File: config.mk
export PLATFORM = sky130hd
export DESIGN_NAME = smce_engine
export DESIGN_NICKNAME = d
export VERILOG_FILES = /design/src/core/smce_pkg.sv /design/src/core/smce_engine.sv /design/src/core/smce_mem_port.sv
export VERILOG_INCLUDE_DIRS = /design/src /design/src/core
export SDC_FILE = /design/constraint.sdc
export NUM_CORES = 1
export LEC_CHECK = 0
export BUFFER_PORTS_ARGS = -buffer_cell sky130_fd_sc_hd__buf_2
export CORE_UTILIZATION = 31
export DETAILED_ROUTE_END_ITERATION = 16
export HOLD_SLACK_MARGIN = 0.03
export PLACE_DENSITY = 0.6
export SETUP_SLACK_MARGIN = 0.2
export SYNTH_ARGS = -nofsm -noshare
export SYNTH_HDL_FRONTEND = slang
export SYNTH_SLANG_ARGS = --single-unit
File: constraint.sdc
create_clock -name core_clk -period 3.7 [get_ports core_clk]
set_input_delay 0.74 -clock core_clk [delete_from_list [all_inputs] [get_ports core_clk]]
set_output_delay 0.74 -clock core_clk [all_outputs]
set_load 0.02 [all_outputs]
File: src/core/smce_params.svh
/*
 constants of the serial monitor command engine: command codes, field
 positions and reset values. assumes inclusion by bare name.
*/
`ifndef SMCE_PARAMS_SVH
`define SMCE_PARAMS_SVH

`define SMCE_CMD_ESCAPE   8'h00
`define SMCE_CMD_TRANSMIT 8'h02
`define SMCE_CMD_RD_BYTE  8'h04
`define SMCE_CMD_RD_WORD  8'h05
`define SMCE_CMD_WR_BYTE  8'h07

`define SMCE_ESC_BIT      0
`define SMCE_MODE_RST     8'h00
`define SMCE_DATA_RST     32'h0000_0000
`define SMCE_ADDR_RST     24'h00_0000

`endif

File: src/core/smce_pkg.sv
/*
 types shared by the command engine and its memory port.
 assumes smce_params.svh on the include path.
*/
package smce_pkg;

	typedef struct packed {
		logic       valid;
		logic [7:0] data;
	} smce_rx_t;

	typedef struct packed {
		logic        req;
		logic        we;
		logic        word;
		logic [23:0] addr;
		logic [7:0]  wdata;
	} smce_mem_req_t;

	typedef struct packed {
		logic        ack;
		logic [15:0] rdata;
	} smce_mem_rsp_t;

	typedef enum logic [1:0] {
		ST_IDLE,
		ST_MEM,
		ST_TX
	} smce_state_t;

endpackage

File: src/core/smce_engine.sv
/*
 serial monitor command engine: decodes host command bytes and runs them
 against a data register, an address register and target memory.
 assumes a receiver giving one-cycle byte strobes, a transmitter with a
 valid/ready handshake, and memory that acks a held request.
*/
// Notes on behaviour
// code 00h sets the escape flag, bit 0 of the mode register
// escape flag clears as soon as the escaped byte is taken
// code 04h loads memory byte into data low byte, address unchanged
// code 05h loads memory word into data low 16 bits, address unchanged
// code 07h stores data low byte at address, data unchanged
// after the 07h store the address advances by one
// code 02h sends data low byte, shifts data right eight, address plus one
// while escaped, the next byte is data even if it looks like a command
// a 32-bit data register links host and monitor
// a 24-bit address register points every memory access
`timescale 1ns/100ps
`include "smce_params.svh"

module smce_engine
	import smce_pkg::*;
(
	input  wire logic                    core_clk,
	input  wire logic                    rst,
	input  wire smce_pkg::smce_rx_t      rx,
	output logic                         rx_ready,
	output logic                         tx_valid,
	output logic [7:0]                   tx_data,
	input  wire logic                    tx_ready,
	output smce_pkg::smce_mem_req_t      mem_req,
	input  wire smce_pkg::smce_mem_rsp_t mem_rsp,
	output logic [31:0]                  data_reg,
	output logic [23:0]                  addr_reg,
	output logic                         data_escape_flag
);

	smce_state_t state_q;
	smce_state_t state_d;
	logic [7:0]  mode_q;
	logic [7:0]  mode_d;
	logic [31:0] data_q;
	logic [31:0] data_d;
	logic [23:0] addr_q;
	logic [23:0] addr_d;
	logic [7:0]  cmd_q;
	logic [7:0]  cmd_d;
	logic        mem_start;
	logic        mem_done;
	logic        rx_take;

	////////////////////////////////////////////////////////////////////////
	// command decode and sequencing

	assign rx_take = rx.valid && (state_q == ST_IDLE);

	always_comb begin
		state_d   = state_q;
		mode_d    = mode_q;
		data_d    = data_q;
		addr_d    = addr_q;
		cmd_d     = cmd_q;
		mem_start = 1'b0;
		case (state_q)
			ST_IDLE: begin
				if (rx_take && mode_q[`SMCE_ESC_BIT]) begin
					// escaped byte shifts in from the low end, whatever its value
					data_d                 = {data_q[23:0], rx.data};
					mode_d[`SMCE_ESC_BIT]  = 1'b0;
				end else if (rx_take) begin
					case (rx.data)
						`SMCE_CMD_ESCAPE: begin
							mode_d[`SMCE_ESC_BIT] = 1'b1;
						end
						`SMCE_CMD_TRANSMIT: begin
							state_d = ST_TX;
						end
						`SMCE_CMD_RD_BYTE, `SMCE_CMD_RD_WORD, `SMCE_CMD_WR_BYTE: begin
							cmd_d     = rx.data;
							mem_start = 1'b1;
							state_d   = ST_MEM;
						end
						// unknown codes are swallowed so the host can resync
						default: begin
							state_d = ST_IDLE;
						end
					endcase
				end
			end
			ST_MEM: begin
				if (mem_done) begin
					state_d = ST_IDLE;
					case (cmd_q)
						`SMCE_CMD_RD_BYTE: begin
							data_d = {data_q[31:8], mem_rsp.rdata[7:0]};
						end
						`SMCE_CMD_RD_WORD: begin
							data_d = {data_q[31:16], mem_rsp.rdata};
						end
						`SMCE_CMD_WR_BYTE: begin
							addr_d = addr_q + 24'h00_0001;
						end
						default: begin
							data_d = data_q;
						end
					endcase
				end
			end
			ST_TX: begin
				if (tx_ready) begin
					data_d  = {8'h00, data_q[31:8]};
					addr_d  = addr_q + 24'h00_0001;
					state_d = ST_IDLE;
				end
			end
			default: begin
				state_d = ST_IDLE;
			end
		endcase
	end

	always_ff @(posedge core_clk or posedge rst) begin
		if (rst) begin
			state_q <= ST_IDLE;
			mode_q  <= `SMCE_MODE_RST;
			data_q  <= `SMCE_DATA_RST;
			addr_q  <= `SMCE_ADDR_RST;
			cmd_q   <= 8'h00;
		end else begin
			state_q <= state_d;
			mode_q  <= mode_d;
			data_q  <= data_d;
			addr_q  <= addr_d;
			cmd_q   <= cmd_d;
		end
	end

	////////////////////////////////////////////////////////////////////////
	// memory access; address is sampled at start so it cannot drift

	smce_mem_port u_mem (
		.core_clk (core_clk),
		.rst      (rst),
		.start    (mem_start),
		.we       (rx.data == `SMCE_CMD_WR_BYTE),
		.word     (rx.data == `SMCE_CMD_RD_WORD),
		.addr     (addr_q),
		.wdata    (data_q[7:0]),
		.mem_req  (mem_req),
		.mem_rsp  (mem_rsp),
		.done     (mem_done)
	);

	assign rx_ready         = (state_q == ST_IDLE);
	assign tx_valid         = (state_q == ST_TX);
	assign tx_data          = data_q[7:0];
	assign data_reg         = data_q;
	assign addr_reg         = addr_q;
	assign data_escape_flag = mode_q[`SMCE_ESC_BIT];
endmodule

File: src/core/smce_mem_port.sv
/*
 memory request holder: latches one access on start, holds it until the
 memory acknowledges. assumes memory answers with ack and read data in
 the same cycle, while req is high.
*/
`timescale 1ns/100ps

module smce_mem_port
	import smce_pkg::*;
(
	input  wire logic                    core_clk,
	input  wire logic                    rst,
	input  wire logic                    start,
	input  wire logic                    we,
	input  wire logic                    word,
	input  wire logic [23:0]             addr,
	input  wire logic [7:0]              wdata,
	output smce_pkg::smce_mem_req_t      mem_req,
	input  wire smce_pkg::smce_mem_rsp_t mem_rsp,
	output logic                         done
);

	smce_mem_req_t req_q;
	smce_mem_req_t req_d;

	always_comb begin
		req_d = req_q;
		if (start) begin
			req_d = '{req: 1'b1, we: we, word: word, addr: addr, wdata: wdata};
		end else if (req_q.req && mem_rsp.ack) begin
			req_d.req = 1'b0;
		end
	end

	always_ff @(posedge core_clk or posedge rst) begin
		if (rst) begin
			req_q <= '0;
		end else begin
			req_q <= req_d;
		end
	end

	assign mem_req = req_q;
	assign done    = req_q.req & mem_rsp.ack;

endmodule

==> After elaboration in Yosys (flattened, before gate mapping) <==
Index checks and enable logic that the tools add are counted.
W data, S select, Z words.
{ "totals": {"ff_bits": 102, "in_bits": 29, "wordCells": 78} }
{ "op_classes": {"n_addsub": 1, "n_eq_ne": 19, "n_mux": 24, "bitwise_logic": 3, "reduce_logical": 19} }
{ "ops": {"columns": ["operator", "n"], "rows": [
  ["$pmux W32 S3", 1],
  ["$mux W24", 3],
  ["$mux W32", 2],
  ["$eq A8 B3 Y1 const B", 6],
  ["$pmux W24 S2", 1],
  ["$pmux W16 S2", 1],
  ["$add A24 B1 Y24 const B", 1],
  ["$mux W16", 1],
  ["$pmux W2 S3", 2],
  ["$reduce_and A4 Y1", 3],
  ["$ne A2 B2 Y1 const B", 5],
  ["$reduce_and A5 Y1", 2],
  ["$reduce_bool A2 Y1", 5],
  ["$mux W1", 9],
  ["$eq A8 B2 Y1 const B", 1],
  ["$logic_not A8 Y1", 1],
  ["$mux W2", 4],
  ["$ne A2 B1 Y1 const B", 4],
  ["$reduce_and A6 Y1", 1],
  ["$logic_and A1 B1 Y1", 3],
  ["$ne A3 B1 Y1 const B", 1],
  ["$reduce_and A3 Y1", 1],
  ["$reduce_bool A3 Y1", 1],
  ["$reduce_or A3 Y1", 1],
  ["other kinds (5)", 6]
]} }

==> Longest topological paths before layout <==
{ "depth": {"depth_word": 7, "mapped_depth": 9, "ltp_nobuf": 7} }

==> Hierarchy <==
Synthesis repeated with hierarchy kept, for this count alone.
{ "unflattened": {"cells_unflattened": 425, "hier_area_um2": 4931.0} }
{ "by_module_without_submodules": {"columns": ["mod", "instances", "cells_per_inst", "area_per_inst_um2", "seq_area_each_um2"], "rows": [
  ["smce_engine", 1, 348, 3470.8, 1676.6],
  ["smce_mem_port", 1, 77, 1460.2, 875.8]
]} }

==> Worst setup path before layout <==
No wires, ideal clock.
{ "synth_timing": {"kind": "input-to-reg", "from": "input port rx[3] (netlist bit)", "to": "register state_q[1]", "setup_time_ps": 125, "arrival_ps": 2018, "slack_ps": 1556, "stages": 4, "n_path_buf": 0, "cell_sequence": "or4_1 -> nor4_1 -> a211o_2 -> mux2_4"} }
{ "synth_via": {"elab_chain_len": 6} }
{ "synth_lines": {"columns": ["item", "line_no", "text"], "rows": [
  ["from (decl)", "smce_engine.sv:26", "input wire smce_pkg::smce_rx_t rx,"],
  ["$eq A8 B3 Y1", "smce_engine.sv:71", "case (rx.data)"],
  ["$reduce_or A3 Y1", "smce_engine.sv:71", null],
  ["$pmux W2 S3", "smce_engine.sv:71", null],
  ["$mux W2", "smce_engine.sv:70", "end else if (rx_take) begin"],
  ["$mux W2", "smce_engine.sv:66", "if (rx_take && mode_q[`SMCE_ESC_BIT]) begin"],
  ["$pmux W2 S3", "smce_engine.sv:64", "case (state_q)"],
  ["to (signal assigned)", "smce_engine.sv:130", "state_q <= state_d;"],
  ["to (decl)", "smce_engine.sv:38", "smce_state_t state_q;"]
]} }
Several ways; a longest one is shown, not always the timed one. The select of a mux whose other input is x is not followed.
A chain may end at the register's enable or synchronous reset.

==> Worst setup path in the final report <==
{ "layout_timing": {"from": "register state_q[1]", "to": "register addr_q[17], in the netlist addr_reg[17]"} }
{ "layout_via": {"elab_chain_len": 3} }
{ "layout_lines": {"columns": ["item", "line_no", "text"], "rows": [
  ["$eq A2 B1 Y1 or $eq A2 B2 Y1 (tied branches)", "smce_engine.sv:64", null],
  ["$ne A2 B2 Y1 (no source line) (tied with other cells)", null, null],
  ["$reduce_and A4 Y1 (no source line)", null, null],
  ["to (signal assigned)", "smce_engine.sv:127", "addr_q <= `SMCE_ADDR_RST;"],
  ["to (signal assigned)", "smce_engine.sv:133", "addr_q <= addr_d;"],
  ["to (decl)", "smce_engine.sv:44", "logic [23:0] addr_q;"]
]} }
Several ways; a longest one is shown, not always the timed one.

==> run_results.csv <==
group,metric,value,unit
layout,largest_register_ffs,35,
synthesis,yosys_warnings,0,
timing,fin_setup_tns,0,ns
detailed_routing,wl_per_cell,16.1,um
layout,fill_cells,1473,
clock_network,cts_hold_buffers,0,
timing,fin_crit_sh,73.4,%
detailed_routing,ant_nets,0,
critical_path,cp-end-kind,"register",
critical_path,critPathTopFamily,"simple AND/OR/NAND/NOR gates",
critical_path,crit_buf_inv,1,
clock_network,ctsLongestPathBuffers,2,
power_and_ir_drop,powerDensity,598,nW/um2
clock_network,ctsResizeCount,0,
timing,max_slew_margin,32.4,%
synthesis,ys_types,50,
synthesis,ys_ff_latch,102,
layout,drive_gt1_share,41.3,%
die,core,15100,um2
synthesis,ys.flop_type,"dfrtp_1",
place,port_buffers,130,
clock_network,cts_tree,"yes",
timing,fin_skew,0.00943,ns
die,start_util,31.8,%
timing,finalSetupViolCount,0,
timing,final_hold_viol_count,0,
clock_network,clock_latency,0.34,ns
global_routing,grt_usage,15.2,%
critical_path,crit_required,3.93,ns
synthesis,synth.area.top_cells,"dfrtp_1 53%, mux2_2 11%, xnor2_1 2.7%",
min_path,hold_path.class,"input port to asynchronous set/reset pin",
die,die_x,127,um
synthesis,synth_area_leader_cell,"dfrtp_1",
place,post-dp-hpwl,8430,um
power_and_ir_drop,p_leak,2.84,nW
place,gp_congestion,0.804,
synthesis,seq_area_frac_synth,53.1,%
synthesis,synth_common_cells,"102 x dfrtp_1, 48 x mux2_2, 32 x nor2_1",
clock_network,cts_num_sinks,102,
synthesis,synth_nets,444,
detailed_routing,vias,3557,
synthesis,synth_edf_count,0,
status,status,"completed",
critical_path,cp_cell_sequence,"inv_1 -> ha_1 -> and3_1 -> a32oi_2 -> nor2_1 -> nand3_1 -> xnor2_1",
clock_network,path_clk_slew,0.07,ns
die,io_pins,131,
timing,layout_min_cycle_time,2.72,ns
critical_path,crit_path_max_incr_delay,0.65,ns
timing,drv_slew,0,
synthesis,netlist.area_leader.share,53.1,%
clock_network,cts_root_buf,"clkbuf_16",
synthesis,synth.most_common_cell,"dfrtp_1",
timing,rsz0062_at_grt,"no",
detailed_routing,drt-initial-drc-count,117,
die,die_area,16000,um2
layout,finalNetCount,562,
detailed_routing,drc,0,
die,num_rows,45,
synthesis,syn_avg_cell_area,11.7,um2
critical_path,cp_data_arrival_time,2.94,ns
power_and_ir_drop,vdd_drop_max,0.411,mV
layout,diodes,0,
critical_path,cpMaxStageDelayCell,"ha_1",
detailed_routing,dr.pass1.iters,4,
timing,fmax,0.368,GHz
global_routing,grt_pass1_wl,19100,um
critical_path,worstPathMaxFanout,20,
synthesis,synthArstFlopShare,100,%
synthesis,syn_inst,410,
layout,areaGrowthSynthToFinish,22.6,%
critical_path,crit_path_start_kind,"register",
clock_network,cts_buffers,9,
flow_run,drv_cap,0,
global_routing,gr-total-overflow,0,
global_routing,antenna_found_initial,0,
detailed_routing,viasPerCell,4.93,
synthesis,syn-cell-area,4810,um2
timing,tightest_slew,1.01,ns
global_routing,grt_max_degree,55,
clock_network,h-tree-depth,3,
detailed_routing,drt-total-wl,11600,um
clock_network,post-cts-setup-buffers,0,
global_routing,first_global_vias,3574,
power_and_ir_drop,total_power,3.53,mW
die,die_y,127,um
critical_path,path_class,"register to register",
## power breakdown
part	leakage [nW]	switching [mW]	internal [mW]
registers	1.30	0.237	1.32
clock network	0.152	0.439	0.555
logic	1.39	0.597	0.374
## cell type report
| class | count | area [um2] | area share [%] |
|---|---|---|---|
| Inverter | 16 | 62.6 | 1.06 |
| Clock buffer | 10 | 239 | 4.05 |
| Clock inverter | 6 | 75.1 | 1.27 |
| Timing Repair Buffer | 135 | 701 | 11.9 |
| Sequential cell | 102 | 2550 | 43.3 |
| Multi-Input combinational cell | 264 | 2030 | 34.5 |
| Tap cell | 188 | 235 | 3.99 |
## cell usage in the layout (no fill, tap or decap), drive strengths merged, types with 9 or more instances in the layout
cell	instances
nand3b	9
nand2	12
nand3	12
nor2	33
o21ai	11
nor2b	16
a21oi	26
a22oi	16
inv	20
dfrtp	102
clkbuf	10
buf	135
xnor2	15
mux2	51
## stage by stage
step           instances  hold slack [ns]  instance area [um2]  utilization (%)  worst slack [ns]
3_5_place_dp         705            0.477                 5580             36.9             0.952
6_report             721            0.476                 5900             38.9             0.983
5_1_grt              721            0.517                 5900             38.9             0.751
3_3_place_gp         705            0.453                 5580             36.9              1.06
4_1_cts              721            0.495                 5900             38.9             0.945
2_1_floorplan        410            0.441                 4810                -             0.285
## path summary, 6_finish.rpt
check	endpoint	startpoint	slack (ns)	depth (start not counted)
min in group core_clk	u_mem.mem_req[9]	u_mem.mem_req[9]	0.49	1
max	addr_reg[17]	state_q[1]	0.98	7
max reg2reg	addr_reg[17]	state_q[1]	0.98	7
min reg2reg	u_mem.mem_req[9]	u_mem.mem_req[9]	0.49	1
max in group asynchronous	data_reg[20]	rst	2.48	3
min	u_mem.mem_req[28]	rst	0.48	2
## kinds of logic after synthesis
kind of cell / Yosys count / share of synthesized area (%)
AOI/OAI and AO/OA: 70 / 9.26
xor gates and xnor gates: 23 / 4.19
adders and majority gates: 5 / 1.30
buffers and inverters: 44 / 4.89
DFF: 102 / 53.1
muxes: 51 / 12.0
and+or+nand+nor: 115 / 15.3
## per-layer routing
layer	global-route usage (%)	wire length (um)	share of wire [%]
met5	0	0	0
met4	3.97	125	1.1
met3	4.77	865	7.5
met2	24.5	5270	45
met1	19.8	5330	46
Note: power is estimated with default switching activity, not from simulation.
